`src/hdl/eep_params.svh`:
```
// constants for the serial eeprom read and protection block
// assumes a 200 mhz core clock; included by the package users
`ifndef EEP_PARAMS_SVH
`define EEP_PARAMS_SVH

`define EEP_CODE_ARRAY  4'ha
`define EEP_CODE_PROT   4'h6
`define EEP_CODE_CLR    4'h9
`define EEP_UPPER_BIT   7
`define EEP_PTR_RST     8'h00
`define EEP_FLAG_RST    1'b0
`define EEP_MEM_RST     8'hff
`define EEP_PINS_RST    8'hc0
`define EEP_CLK_NS      5
`define EEP_HV_NS       1000
`define EEP_TWC_MS      5
`define EEP_HV_CYCLES   ((`EEP_HV_NS + `EEP_CLK_NS - 1) / `EEP_CLK_NS)
`define EEP_WC_CYCLES   ((`EEP_TWC_MS * 1000000) / `EEP_CLK_NS)
`define EEP_WC_W        20

`endif

```
`src/hdl/eep_pkg.sv`:
```
// types shared by the eeprom read and protection block
// assumes nothing beyond a systemverilog compiler
package eep_pkg;

    typedef struct packed {
        logic       scl;
        logic       sda;
        logic       wp;
        logic       wp_hv;
        logic       vcc_low;
        logic [2:0] sel;
    } eep_pins_t;

    typedef enum logic [2:0] {ST_IDLE, ST_RX, ST_RX_ACK, ST_TX, ST_TX_ACK, ST_TX_NEXT} eep_state_t;
    typedef enum logic [1:0] {PH_LEAD, PH_CTRL, PH_ADDR, PH_DATA} eep_phase_t;
    typedef enum logic [1:0] {K_ARRAY, K_SET, K_CLR} eep_kind_t;

endpackage

```
`src/hdl/eep_read_protect.sv`:
```
// two-wire eeprom slave: reads, pointer, write protection and protection flag commands
// assumes scl/sda oversampled by core_clk; sda is open drain, pulled up outside
`timescale 1ns/1ps
`default_nettype none
`include "eep_params.svh"

module eep_read_protect #(
    parameter int WC_CYCLES = `EEP_WC_CYCLES  // internal write time in clocks
) (
    input  wire logic               core_clk,       // core clock, 200 mhz
    input  wire logic               rst_n,          // async reset, active low
    input  wire eep_pkg::eep_pins_t pins_i,         // bus, guard and select pins
    output logic                    sda_o,          // sda drive value, always low
    output logic                    sda_oe,         // high while pulling sda low
    output logic                    protect_flag_o, // software protection flag
    output logic                    busy_o          // programming cycle running
);
    import eep_pkg::*;

    localparam logic [7:0] HV_LIM = 8'(`EEP_HV_CYCLES);

    eep_pins_t  pins_s, pins_q_r;
    eep_state_t st_r, st_nxt;
    eep_phase_t ph_r, ph_nxt;
    eep_kind_t  kind_r, kind_nxt;
    logic [3:0] cnt_r, cnt_nxt;
    logic [7:0] sh_r, sh_nxt, tx_r, tx_nxt, ptr_r, ptr_nxt;
    logic [7:0] waddr_r, waddr_nxt, wdata_r, wdata_nxt;
    logic [7:0] hv_cnt_r, hv_cnt_nxt;
    logic [`EEP_WC_W-1:0] busy_cnt_r, busy_cnt_nxt;
    logic       clr_mode_r, clr_mode_nxt, have_r, have_nxt, to_rd_r, to_rd_nxt;
    logic       flag_r, flag_nxt, drv_r, drv_nxt;
    logic [7:0] mem_r [256];
    logic       mem_we;
    logic       scl_rise, scl_fall, start_ev, stop_ev, byte_done, busy, hv_ok;
    logic       ack_ok, commit;
    logic [7:0] rx_byte;

    eep_sync u_sync (
        .core_clk (core_clk),
        .rst_n    (rst_n),
        .pins_i   (pins_i),
        .pins_o   (pins_s)
    );

    // sda only changes while scl is low on our side, so these never self-trigger
    assign scl_rise  = pins_s.scl & ~pins_q_r.scl;
    assign scl_fall  = ~pins_s.scl & pins_q_r.scl;
    assign start_ev  = pins_s.scl & pins_q_r.scl & pins_q_r.sda & ~pins_s.sda;
    assign stop_ev   = pins_s.scl & pins_q_r.scl & ~pins_q_r.sda & pins_s.sda;
    assign rx_byte   = {sh_r[6:0], pins_s.sda};
    assign byte_done = (st_r == ST_RX) && scl_rise && (cnt_r == 4'h7);
    assign busy      = (busy_cnt_r != '0);
    assign hv_ok     = (hv_cnt_r == HV_LIM);
    assign commit    = stop_ev && have_r && !busy;

    assign sda_o          = 1'b0;
    assign sda_oe         = drv_r;
    assign protect_flag_o = flag_r;
    assign busy_o         = busy;

    always_comb
    begin
        st_nxt       = st_r;
        ph_nxt       = ph_r;
        kind_nxt     = kind_r;
        cnt_nxt      = cnt_r;
        sh_nxt       = sh_r;
        tx_nxt       = tx_r;
        ptr_nxt      = ptr_r;
        waddr_nxt    = waddr_r;
        wdata_nxt    = wdata_r;
        clr_mode_nxt = clr_mode_r;
        have_nxt     = have_r;
        to_rd_nxt    = to_rd_r;
        flag_nxt     = flag_r;
        drv_nxt      = drv_r;
        ack_ok       = 1'b0;
        mem_we       = 1'b0;
        hv_cnt_nxt   = pins_s.wp_hv ? (hv_ok ? hv_cnt_r : hv_cnt_r + 8'h01) : 8'h00;
        busy_cnt_nxt = busy ? busy_cnt_r - `EEP_WC_W'(1) : busy_cnt_r;

        // byte decode; no answer at all while programming
        if (byte_done && !busy)
        begin
            unique case (ph_r)
                PH_LEAD, PH_CTRL:
                begin
                    if (ph_r == PH_LEAD && rx_byte[7:4] == `EEP_CODE_CLR)
                    begin
                        ack_ok       = hv_ok;
                        clr_mode_nxt = 1'b1;
                        ph_nxt       = PH_CTRL;
                    end
                    else if (rx_byte[3:1] == pins_s.sel)
                    begin
                        if (rx_byte[7:4] == `EEP_CODE_ARRAY && !clr_mode_r)
                        begin
                            ack_ok    = 1'b1;
                            to_rd_nxt = rx_byte[0];
                            kind_nxt  = K_ARRAY;
                            ph_nxt    = PH_ADDR;
                        end
                        else if (rx_byte[7:4] == `EEP_CODE_PROT && !rx_byte[0])
                        begin
                            // guard pin high refuses setting; set flag hides the code
                            ack_ok   = clr_mode_r || (!flag_r && !pins_s.wp);
                            kind_nxt = clr_mode_r ? K_CLR : K_SET;
                            ph_nxt   = PH_ADDR;
                        end
                    end
                end
                PH_ADDR:
                begin
                    ack_ok = 1'b1;
                    ph_nxt = PH_DATA;
                    if (kind_r == K_ARRAY)
                        ptr_nxt = rx_byte;
                end
                PH_DATA:
                begin
                    ack_ok    = 1'b1;
                    wdata_nxt = rx_byte;
                    waddr_nxt = ptr_r;
                    have_nxt  = 1'b1;
                    if (kind_r == K_ARRAY)
                        ptr_nxt = ptr_r + 8'h01;
                end
            endcase
        end

        unique case (st_r)
            ST_IDLE:
            begin
            end
            ST_RX:
            begin
                if (scl_rise)
                begin
                    sh_nxt  = rx_byte;
                    cnt_nxt = cnt_r + 4'h1;
                    if (byte_done)
                        st_nxt = ack_ok ? ST_RX_ACK : ST_IDLE;
                end
            end
            ST_RX_ACK:
            begin
                if (scl_fall && !drv_r)
                    drv_nxt = 1'b1;
                else if (scl_fall)
                begin
                    drv_nxt = 1'b0;
                    cnt_nxt = 4'h0;
                    st_nxt  = ST_RX;
                    if (to_rd_r)
                    begin
                        // pointer is last access plus one; 8 bits keep it in this device
                        tx_nxt  = mem_r[ptr_r];
                        drv_nxt = ~mem_r[ptr_r][7];
                        ptr_nxt = ptr_r + 8'h01;
                        st_nxt  = ST_TX;
                    end
                end
            end
            ST_TX:
            begin
                if (scl_rise)
                begin
                    cnt_nxt = cnt_r + 4'h1;
                    if (cnt_r == 4'h7)
                        st_nxt = ST_TX_ACK;
                end
                else if (scl_fall)
                begin
                    tx_nxt  = {tx_r[6:0], 1'b0};
                    drv_nxt = ~tx_r[6];
                end
            end
            ST_TX_ACK:
            begin
                if (scl_fall)
                    drv_nxt = 1'b0;
                else if (scl_rise)
                    st_nxt = pins_s.sda ? ST_IDLE : ST_TX_NEXT;
            end
            ST_TX_NEXT:
            begin
                if (scl_fall)
                begin
                    tx_nxt  = mem_r[ptr_r];
                    drv_nxt = ~mem_r[ptr_r][7];
                    ptr_nxt = ptr_r + 8'h01;
                    cnt_nxt = 4'h0;
                    st_nxt  = ST_TX;
                end
            end
        endcase

        // stop ends everything; with a data byte pending and not busy it starts the write cycle, even if protected
        if (stop_ev)
        begin
            st_nxt   = ST_IDLE;
            drv_nxt  = 1'b0;
            have_nxt = 1'b0;
            if (commit)
            begin
                busy_cnt_nxt = `EEP_WC_W'(WC_CYCLES);
                if (!pins_s.vcc_low)
                begin
                    unique case (kind_r)
                        K_ARRAY: mem_we = !pins_s.wp && !(flag_r && !waddr_r[`EEP_UPPER_BIT]);
                        K_SET:   flag_nxt = flag_r | !pins_s.wp;
                        K_CLR:   flag_nxt = 1'b0;
                    endcase
                end
            end
        end
        else if (start_ev)
        begin
            // restart drops pending data but keeps the loaded pointer
            st_nxt       = ST_RX;
            ph_nxt       = PH_LEAD;
            cnt_nxt      = 4'h0;
            drv_nxt      = 1'b0;
            have_nxt     = 1'b0;
            clr_mode_nxt = 1'b0;
            to_rd_nxt    = 1'b0;
        end
    end

    always_ff @(posedge core_clk or negedge rst_n)
    begin
        if (!rst_n)
        begin
            pins_q_r   <= `EEP_PINS_RST;
            st_r       <= ST_IDLE;
            ph_r       <= PH_LEAD;
            kind_r     <= K_ARRAY;
            cnt_r      <= 4'h0;
            sh_r       <= 8'h00;
            tx_r       <= 8'h00;
            ptr_r      <= `EEP_PTR_RST;
            waddr_r    <= 8'h00;
            wdata_r    <= 8'h00;
            hv_cnt_r   <= 8'h00;
            busy_cnt_r <= '0;
            clr_mode_r <= 1'b0;
            have_r     <= 1'b0;
            to_rd_r    <= 1'b0;
            flag_r     <= `EEP_FLAG_RST;
            drv_r      <= 1'b0;
        end
        else
        begin
            pins_q_r   <= pins_s;
            st_r       <= st_nxt;
            ph_r       <= ph_nxt;
            kind_r     <= kind_nxt;
            cnt_r      <= cnt_nxt;
            sh_r       <= sh_nxt;
            tx_r       <= tx_nxt;
            ptr_r      <= ptr_nxt;
            waddr_r    <= waddr_nxt;
            wdata_r    <= wdata_nxt;
            hv_cnt_r   <= hv_cnt_nxt;
            busy_cnt_r <= busy_cnt_nxt;
            clr_mode_r <= clr_mode_nxt;
            have_r     <= have_nxt;
            to_rd_r    <= to_rd_nxt;
            flag_r     <= flag_nxt;
            drv_r      <= drv_nxt;
        end
    end

    genvar g;
    generate
        for (g = 0; g < 256; g++)
        begin : g_mem
            always_ff @(posedge core_clk or negedge rst_n)
            begin
                if (!rst_n)
                    mem_r[g] <= `EEP_MEM_RST;
                else if (mem_we && waddr_r == 8'(g))
                    mem_r[g] <= wdata_r;
            end
        end
    endgenerate

    a_guard_blocks_array: assert property (
        @(posedge core_clk) disable iff (!rst_n)
        (commit && pins_s.wp) |=> (mem_r[$past(waddr_r)] == $past(mem_r[waddr_r])))
        else $error("array written while guard pin high");

    a_lower_half_locked: assert property (
        @(posedge core_clk) disable iff (!rst_n)
        (commit && kind_r == K_ARRAY && flag_r && !waddr_r[7]) |=> !$past(mem_we))
        else $error("lower half written while flag set");

    a_upper_half_open: assert property (
        @(posedge core_clk) disable iff (!rst_n)
        (commit && kind_r == K_ARRAY && waddr_r[7] && !pins_s.wp && !pins_s.vcc_low)
        |=> (mem_r[$past(waddr_r)] == $past(wdata_r)))
        else $error("upper half write lost with guard low");

    a_guard_no_flag: assert property (
        @(posedge core_clk) disable iff (!rst_n)
        (!flag_r && pins_s.wp && kind_r == K_SET) |=> !flag_r)
        else $error("flag set while guard pin high");

    a_busy_no_ack: assert property (
        @(posedge core_clk) disable iff (!rst_n)
        (byte_done && busy) |=> (st_r == ST_IDLE) ##1 !drv_r [*2])
        else $error("byte acknowledged during programming");

    a_flag_hides_code: assert property (
        @(posedge core_clk) disable iff (!rst_n)
        (byte_done && ph_r == PH_LEAD && flag_r && !clr_mode_r && rx_byte[7:4] == `EEP_CODE_PROT) |-> !ack_ok)
        else $error("protect code acknowledged with flag set");

    a_ptr_wraps: assert property (
        @(posedge core_clk) disable iff (!rst_n)
        (scl_fall && ptr_r == 8'hff && (st_r == ST_TX_NEXT || (st_r == ST_RX_ACK && drv_r && to_rd_r)))
        |=> (ptr_r == 8'h00 && st_r == ST_TX))
        else $error("pointer did not wrap to zero");

    a_nack_releases: assert property (
        @(posedge core_clk) disable iff (!rst_n)
        (st_r == ST_TX_ACK && scl_rise && pins_s.sda && !stop_ev && !start_ev)
        |=> (st_r == ST_IDLE && !drv_r))
        else $error("device kept driving after master nack");

    a_restart_keeps_ptr: assert property (
        @(posedge core_clk) disable iff (!rst_n)
        (start_ev && !stop_ev) |=> (ptr_r == $past(ptr_r) && !have_r))
        else $error("restart disturbed pointer or kept data");

    a_low_vcc_inhibit: assert property (
        @(posedge core_clk) disable iff (!rst_n)
        (commit && pins_s.vcc_low) |=> ($stable(flag_r) && !$past(mem_we)))
        else $error("programming under low supply");

    a_clear_needs_cmd: assert property (
        @(posedge core_clk) disable iff (!rst_n)
        $fell(flag_r) |-> ($past(kind_r) == K_CLR && $past(commit)))
        else $error("flag cleared without clear command");

endmodule // eep_read_protect
`default_nettype wire

```
`src/hdl/eep_sync.sv`:
```
// pin input filter: four flip-flops per pin (three stages and a level register), level taken when stages two and three agree
// assumes asynchronous pins and a free running core clock
`timescale 1ns/1ps
`default_nettype none
`include "eep_params.svh"

module eep_sync (
    input  wire logic              core_clk,  // core clock
    input  wire logic              rst_n,     // async reset, active low
    input  wire eep_pkg::eep_pins_t pins_i,   // raw pins
    output var eep_pkg::eep_pins_t pins_o     // filtered levels
);
    import eep_pkg::*;

    localparam logic [7:0] RST_V = `EEP_PINS_RST;

    logic [7:0] raw;
    logic [7:0] filt;
    assign raw    = pins_i;
    assign pins_o = filt;

    genvar g;
    generate
        for (g = 0; g < 8; g++)
        begin : g_bit
            logic s1_r, s2_r, s3_r, lvl_r;
            logic lvl_nxt;
            always_comb
            begin
                lvl_nxt = (s2_r == s3_r) ? s3_r : lvl_r;
            end
            always_ff @(posedge core_clk or negedge rst_n)
            begin
                if (!rst_n)
                begin
                    s1_r  <= RST_V[g];
                    s2_r  <= RST_V[g];
                    s3_r  <= RST_V[g];
                    lvl_r <= RST_V[g];
                end
                else
                begin
                    s1_r  <= raw[g];
                    s2_r  <= s1_r;
                    s3_r  <= s2_r;
                    lvl_r <= lvl_nxt;
                end
            end
            assign filt[g] = lvl_r;
        end
    endgenerate

endmodule // eep_sync
`default_nettype wire

```
`config.mk`:
```
export PLATFORM = sky130hd
export DESIGN_NAME = eep_read_protect
export DESIGN_NICKNAME = d
export VERILOG_FILES = /design/src/hdl/eep_pkg.sv /design/src/hdl/eep_read_protect.sv /design/src/hdl/eep_sync.sv
export VERILOG_INCLUDE_DIRS = /design/src /design/src/hdl
export SDC_FILE = /design/constraint.sdc
export NUM_CORES = 2
export LEC_CHECK = 0
export ABC_AREA = 0
export CORE_UTILIZATION = 60
export DETAILED_ROUTE_END_ITERATION = 8
export DONT_BUFFER_PORTS = 1
export PLACE_DENSITY = 0.83
export SYNTH_ARGS = -nofsm -noshare
export SYNTH_HDL_FRONTEND = slang
export SYNTH_SLANG_ARGS = --single-unit
```
`constraint.sdc`:
```
create_clock -name core_clk -period 4.1 [get_ports core_clk]
set_input_delay 0 -clock core_clk [delete_from_list [all_inputs] [get_ports core_clk]]
set_output_delay 0 -clock core_clk [all_outputs]
set_load 0.1 [all_outputs]
```
**Yosys cells after proc, flatten, opt, wreduce, memory -nomap -nowiden**

Cells that the tools add are included.

- Add/subtract/negate cells: 4
- $lt $le $gt $ge: 1
- Eq/ne operators: 299
- Multiplexer cells: 93
- Bitwise operators: 17
- Reduce and logical (&&, ||, !) cells: 299

Operators with widths:

| kind | number |
|---|---|
| 8-bit == test, second input constant | 129 |
| 8-bit by 7-bit == test with 1-bit output, second input constant | 64 |
| 1-bit logical AND | 268 |
| 8-bit by 6-bit == test with 1-bit output, second input constant | 32 |
| 8-bit by 5-bit == test with 1-bit output, second input constant | 16 |
| 8-bit two-way mux | 11 |
| 8-bit binary-select mux with 8-bit select | 1 |
| 8-bit by 4-bit == test with 1-bit output, second input constant | 8 |
| 20-bit two-way mux | 3 |
| 4-bit inequality test, second input constant | 12 |
| 7-bit two-way mux | 6 |
| 3-bit two-way mux | 12 |
| 1-bit two-way mux | 34 |
| 8-bit by 3-bit == test with 1-bit output, second input constant | 4 |
| 8-bit case mux with 2 select lines | 2 |
| 2-bit two-way mux | 12 |
| 7-bit case mux with 3 select lines | 1 |
| 4-bit two-way mux | 5 |
| 20-bit nonzero test | 1 |
| 20-bit by 1-bit subtractor with 20-bit output, second input constant | 1 |
| 8-bit by 1-bit adder with 8-bit output, second input constant | 2 |
| 8-bit by 2-bit == test with 1-bit output, second input constant | 2 |
| 3-bit case mux with 5 select lines | 1 |
| 2-bit inequality test, second input constant | 7 |
| other kinds (36) | 79 |

- Register bits after elaboration: 2164
- Input port bits: 10
- Output and inout port bits: 4
- Word-level logic and storage cells: 1019

**Logic depth before layout (Yosys ltp)**

- Depth in word-level cells: 15
- Mapped depth: 13
- Gate-level depth less buffers: 9

**Hierarchy**

A second synthesis with hierarchy kept.

- Cell total of the unflattened synthesis: 6392
- Area, all modules: 101193.3 µm²

By module, submodules not included:

| module | times used | cells an instance | area an instance (µm²) | sequential area each (µm²) |
|---|---|---|---|---|
| eep_read_protect | 1 | 6344 | 100232.4 | 55916.1 |
| eep_sync | 1 | 48 | 960.9 | 810.8 |

**Worst setup path after synthesis**

OpenSTA, ideal clock, no wires.

- Kind: register -> register
- Start: reg busy_cnt_r[4]
- End: reg flag_r (netlist: protect_flag_o)
- Library setup time: 83 ps
- Data arrival time: 3121 ps
- Required time: 4017 ps
- Slack: 896 ps
- Cell stages (with the launch flop): 9
- Path buffers: 1
- Period minus slack after synthesis: 3204 ps
- Cells stage by stage: dfrtp_1 or3_1 or3_4 clkbuf_1 nor4b_2 inv_1 nor3_1 a31oi_1 a31oi_1

- Word-level cells in the longest chain between the ends: 4

RTL lines:

| item | RTL line | text |
|---|---|---|
| from (decl) | eep_read_protect.sv:30 | `` logic [`EEP_WC_W-1:0] busy_cnt_r, busy_cnt_nxt; `` |
| from (signal assigned) | eep_read_protect.sv:266 | `busy_cnt_r <= busy_cnt_nxt;` |
| 20-bit nonzero test | eep_read_protect.sv:53 | `assign busy = (busy_cnt_r != '0);` |
| via busy_o | eep_read_protect.sv:16 | `output logic busy_o` |
| 1-bit logical NOT | eep_read_protect.sv:55 | `assign commit = stop_ev && have_r && !busy;` |
| 1-bit logical AND | eep_read_protect.sv:55 |  |
| 4-bit AND reduction (no source line) | n/a |  |
| to (signal assigned) | eep_read_protect.sv:250 | `` flag_r <= `EEP_FLAG_RST; `` |
| to (signal assigned) | eep_read_protect.sv:270 | `flag_r <= flag_nxt;` |
| to (decl) | eep_read_protect.sv:32 | `logic flag_r, flag_nxt, drv_r, drv_nxt;` |

The timed path passes the listed nets, and every way through them passes these cells.
A chain may end at the register's enable or synchronous reset.

**Worst setup path in the final report**

- Start: reg ptr_r[7]
- End: reg tx_r[1]

- Word-level cells in the longest chain between the ends: 8
- Elaborated cells on any way between the ends: 9
- Classes of those cells: 8 x mux; 1 x bitwise

RTL lines:

| item | RTL line | text |
|---|---|---|
| from (decl) | eep_read_protect.sv:27 | `logic [7:0] sh_r, sh_nxt, tx_r, tx_nxt, ptr_r, ptr_nxt;` |
| from (signal assigned) | eep_read_protect.sv:242 | `` ptr_r <= `EEP_PTR_RST; `` |
| from (signal assigned) | eep_read_protect.sv:262 | `ptr_r <= ptr_nxt;` |
| 8-bit inverter with 9-bit output (not written as such) * | eep_read_protect.sv:158, eep_read_protect.sv:190 |  |
| 8-bit binary-select mux with 8-bit select * | eep_read_protect.sv:158, eep_read_protect.sv:190 |  |
| 8-bit two-way mux * (2 in a row) | n/a |  |
| 7-bit two-way mux | eep_read_protect.sv:155 | `if (to_rd_r)` |
| 7-bit two-way mux | eep_read_protect.sv:150 | `else if (scl_fall)` |
| 7-bit two-way mux | eep_read_protect.sv:148 | `if (scl_fall && !drv_r)` |
| 7-bit case mux with 3 select lines * | eep_read_protect.sv:132 | `unique case (st_r)` |
| to (signal assigned) | eep_read_protect.sv:261 | `tx_r <= tx_nxt;` |
| to (decl) | eep_read_protect.sv:27 |  |

Every way passes the cells marked *; elsewhere a longest branch is shown, timed or not. The select of a mux whose other input is x is not followed.

==> results.yml <==
final_layout:
  final_util_pct: 66.6
  layout-drive-gt1-share_pct: 75.6
  area_delta_synth_final_pct: 10.4
  final_nets: 6880
clock_tree:
  cts_sinks: 2164
  cts.path.max_buffers: 3
  cts_made_buffers: 216
  clk_pin_slew_ps: 60
  h-tree-depth: 4
  cts_setup_buffers: 0
  clk_latency_ps: 910
  root_buffer: "clkbuf_16"
  cts_tree: "built"
synth:
  synthAdderAreaFrac_pct: 0.184
  ys_seq_area_share_pct: 54.1
  netlist.area_leader.share_pct: 51.6
  ys_async_sr_fraction_pct: 100
  netlist_top_cells_area: "dfstp_2 (52%), mux2_2 (22%), mux4_2 (7.2%)"
  synth.distinct_cells: 73
  synth.ff_latch_count: 2164
  syn_area_per_cell_um2: 15.1
  synthesis.nets: 6947
  yosys_warnings: 0
  synthSimpleGateAreaFrac_pct: 6.12
  synth_edf_count: 0
  synth_mux_area_share_pct: 33.3
  syn_inst: 6928
  synth_area_um2: 105000
  synthXorXnorAreaFrac_pct: 0.192
  synth_top_family_by_area: "multiplexers"
  yosys.area.top_type: "dfstp_2"
  synth_compound_area_share_pct: 3.77
  synthFlopType: "dfstp_2"
worst_setup_path:
  path_max_fanout: 10
  crit_arrival_ps: 4580
  max_stage_delay_ps: 1000
  crit_slowest_cell: "nor2_1"
  end_kind: "register"
  cp-start-kind: "register"
  cp-startpoint: "ptr_r[7]"
  r2r_start: "ptr_r[7]"
  critical_path_class: "reg2reg"
  required_ps: 4850
  crit_path_cell_trace: "inv_1 -> nor2_1 -> o21ai_0 -> a221oi_1 -> o31ai_1 -> buf_4 -> o31ai_1"
  cp_common_cell: "o31ai_1"
sta:
  final.setup.worst_slack_ps: 269
  period_needed_ps: 3830
  hold_viol: 2
  fmax_mhz: 261
  worst_pin_slew_ps: 1420
  finalSetupViolCount: 0
  slew_headroom_pct: 5.25
  final-max-slew-violation-count: 0
  fin_skew_ps: 82.1
  grt_setup_unrepaired: "false"
  hold_ws_ps: -7.21
  period_share_pct: 93.4
  tns_ps: 0
run_status:
  status: "finished with violations"
  failed_checks: "negative hold slack"
pwr:
  ir_drop_v: 0.000392
  switching_share_pct: 21.8
  p_comb_share_pct: 1.5
  p_int_mw: 33.4
  p_leak_nw: 45.9
  clkPwrFrac_pct: 48.0
  p_seq_share_pct: 50.5
  switching_power_mw: 9.29
  cellPowerDensity_nw_per_um2: 369
placement:
  pre_cts_ws_ps: 202
  numPortBuffers: 0
  hpwl_um: 175000
  gp_congestion: 0.924
routing:
  viasPerCell: 6.71
  vias: 62800
  finalWirelength_um: 275000
  avgRoutedWirePerCell_um: 29.4
  antenna_left: 0
  drt_iter0_markers: 6088
  first_pass_iters: 7
  drc: 0
global_routing:
  grt_pass1_wl_um: 422000
  grt_pass1_vias: 66100
  gr-usage-all-layers_pct: 31.6
  overflow: 0
  antenna_found_initial: 9
  grt_max_degree: 317
floorplanning:
  core_region_area_um2: 174000
  num_rows: 153
  boundaryPins: 14
  start_util_pct: 60.3
  dieHeight_um: 420
  die_width_um: 420
  dieArea_um2: 176000
run:
  maxCapViolCount: 0
hold_path:
  hold_path_class: "in2async"
==> per-stage QoR <==
stage	total power [mW]	area, um2	cells	hold WS (ps)
6_report	42.7	116000	9371	-7.21
5_1_grt	43.8	116000	9368	68.3
4_1_cts	42.9	116000	9364	20.9
3_5_place_dp	22.4	108000	8945	-270
3_3_place_gp	22.4	108000	8945	-266
2_1_floorplan	22.0	105000	6928	-296
==> repair_timing <==
| item | 4_1_cts | 5_1_grt |
|---|---|---|
| hold endpoints to repair | 404 | 0 |
| endpoints found under the setup margin | 0 | 329 |
| hold buffers | 19 | 0 |
| resized for setup | 0 | 0 |
==> layout make-up <==
| class | instances | area [um2] |
|---|---|---|
| antenna | 3 | 7.51 |
| inverter | 21 | 86.3 |
| clock inverter | 75 | 1100 |
| multi-input combinational | 4206 | 45700 |
| clock buffer | 325 | 6350 |
| timing repair buffer | 252 | 2830 |
| fill | 11400 | 57900 |
| sequential | 2164 | 56800 |
| tap | 2325 | 2910 |
==> power groups by stage <==
| stage | clock network, mW | logic [mW] | registers, mW |
|---|---|---|---|
| after detailed placement | 0 | 0.577 | 21.9 |
| after floorplan | 0 | 0.136 | 21.8 |
| after global routing | 21.5 | 0.716 | 21.6 |
| after CTS | 20.7 | 0.632 | 21.6 |
| final | 20.5 | 0.631 | 21.6 |
| after global placement | 0 | 0.558 | 21.9 |
==> layer usage <==
layer,GRT usage [%],up-vias,wire length (um)
met3,7.03,671,23200
met5,0,-,44
met1,43.4,33700,111000
li1,-,25900,-
met2,48.7,2593,129000
met4,13.6,8,12700
==> critical path: cells and delay by family (launching register included) <==
family	cells	cell delay [ps]
buf+inv	2	670
flops	1	850
compound gates	4	1140
simple gates	1	1000
==> kinds of logic after synthesis <==
group	after synthesis
flip-flops	2164
other	1
AND/OR/NAND/NOR	790
buffers and inverters	558
multiplexers	2802
AO/OA/AOI/OAI	573
XOR/XNOR	23
adder cells (fa/ha/maj)	17
==> synth_stat cells (12+ instances only) <==
library cell     n
nor2b_1         22
mux2_2        2082
clkbuf_1       361
o22ai_1         98
nand3_2         30
dfstp_2       2058
nor3_1         105
nor2_1         110
buf_2           70
and2_1          25
o221ai_1       152
mux4_2         335
xnor2_1         12
a211oi_1        27
nor3_4         198
a21oi_1        140
nand2_1        131
buf_6           20
o31ai_1         20
dfrtp_1        106
nor4_1          29
inv_1           18
nand3_1         48
o21ai_0         43
a31oi_1         20
buf_4           31
mux2i_1        385
nand2b_1        16
buf_1           55
or3_1           12
==> path summary, 6_finish.rpt <==
| kind | end | slack, ps | cells after the start |
|---|---|---|---|
| worst max-delay path | tx_r[1] | 270 | 7 |
| worst min-delay path | ptr_r[1] | -7 | 3 |
| worst max register to register | tx_r[1] | 270 | 7 |
| worst min register to register | u_sync.g_bit[5].s2_r | 360 | 0 |
| max in group asynchronous | mem_r[517] | 490 | 9 |
| min in group core_clk | u_sync.g_bit[3].s1_r | 190 | 2 |
==> state kept, by name, indices dropped and copies added, names as in the netlist, 2 cells and up <==
register,flops
hv_cnt_r,8
tx_r,7
busy_cnt_r,20
u_sync.g_bit.lvl_r,8
sh_r,7
u_sync.g_bit.s2_r,8
ptr_r,8
wdata_r,8
st_r,3
kind_r,2
ph_r,2
cnt_r,4
u_sync.g_bit.s1_r,8
u_sync.g_bit.s3_r,8
pins_q_r,2
mem_r,2048
waddr_r,8
==> layout by cell type, fill, tap and decap left out, drive strengths merged, types with 106 or more instances in the layout <==
| cell type | Yosys | final |
|---|---|---|
| mux2 | 2082 | 2082 |
| mux4 | 335 | 335 |
| clkbuf | 361 | 327 |
| nor3 | 308 | 308 |
| dfrtp | 106 | 106 |
| a21oi | 140 | 140 |
| o221ai | 152 | 152 |
| dfstp | 2058 | 2058 |
| nand2 | 131 | 131 |
| nor2 | 110 | 110 |
| buf | 176 | 233 |
| mux2i | 385 | 385 |
(Power assumes the default switching activity.)
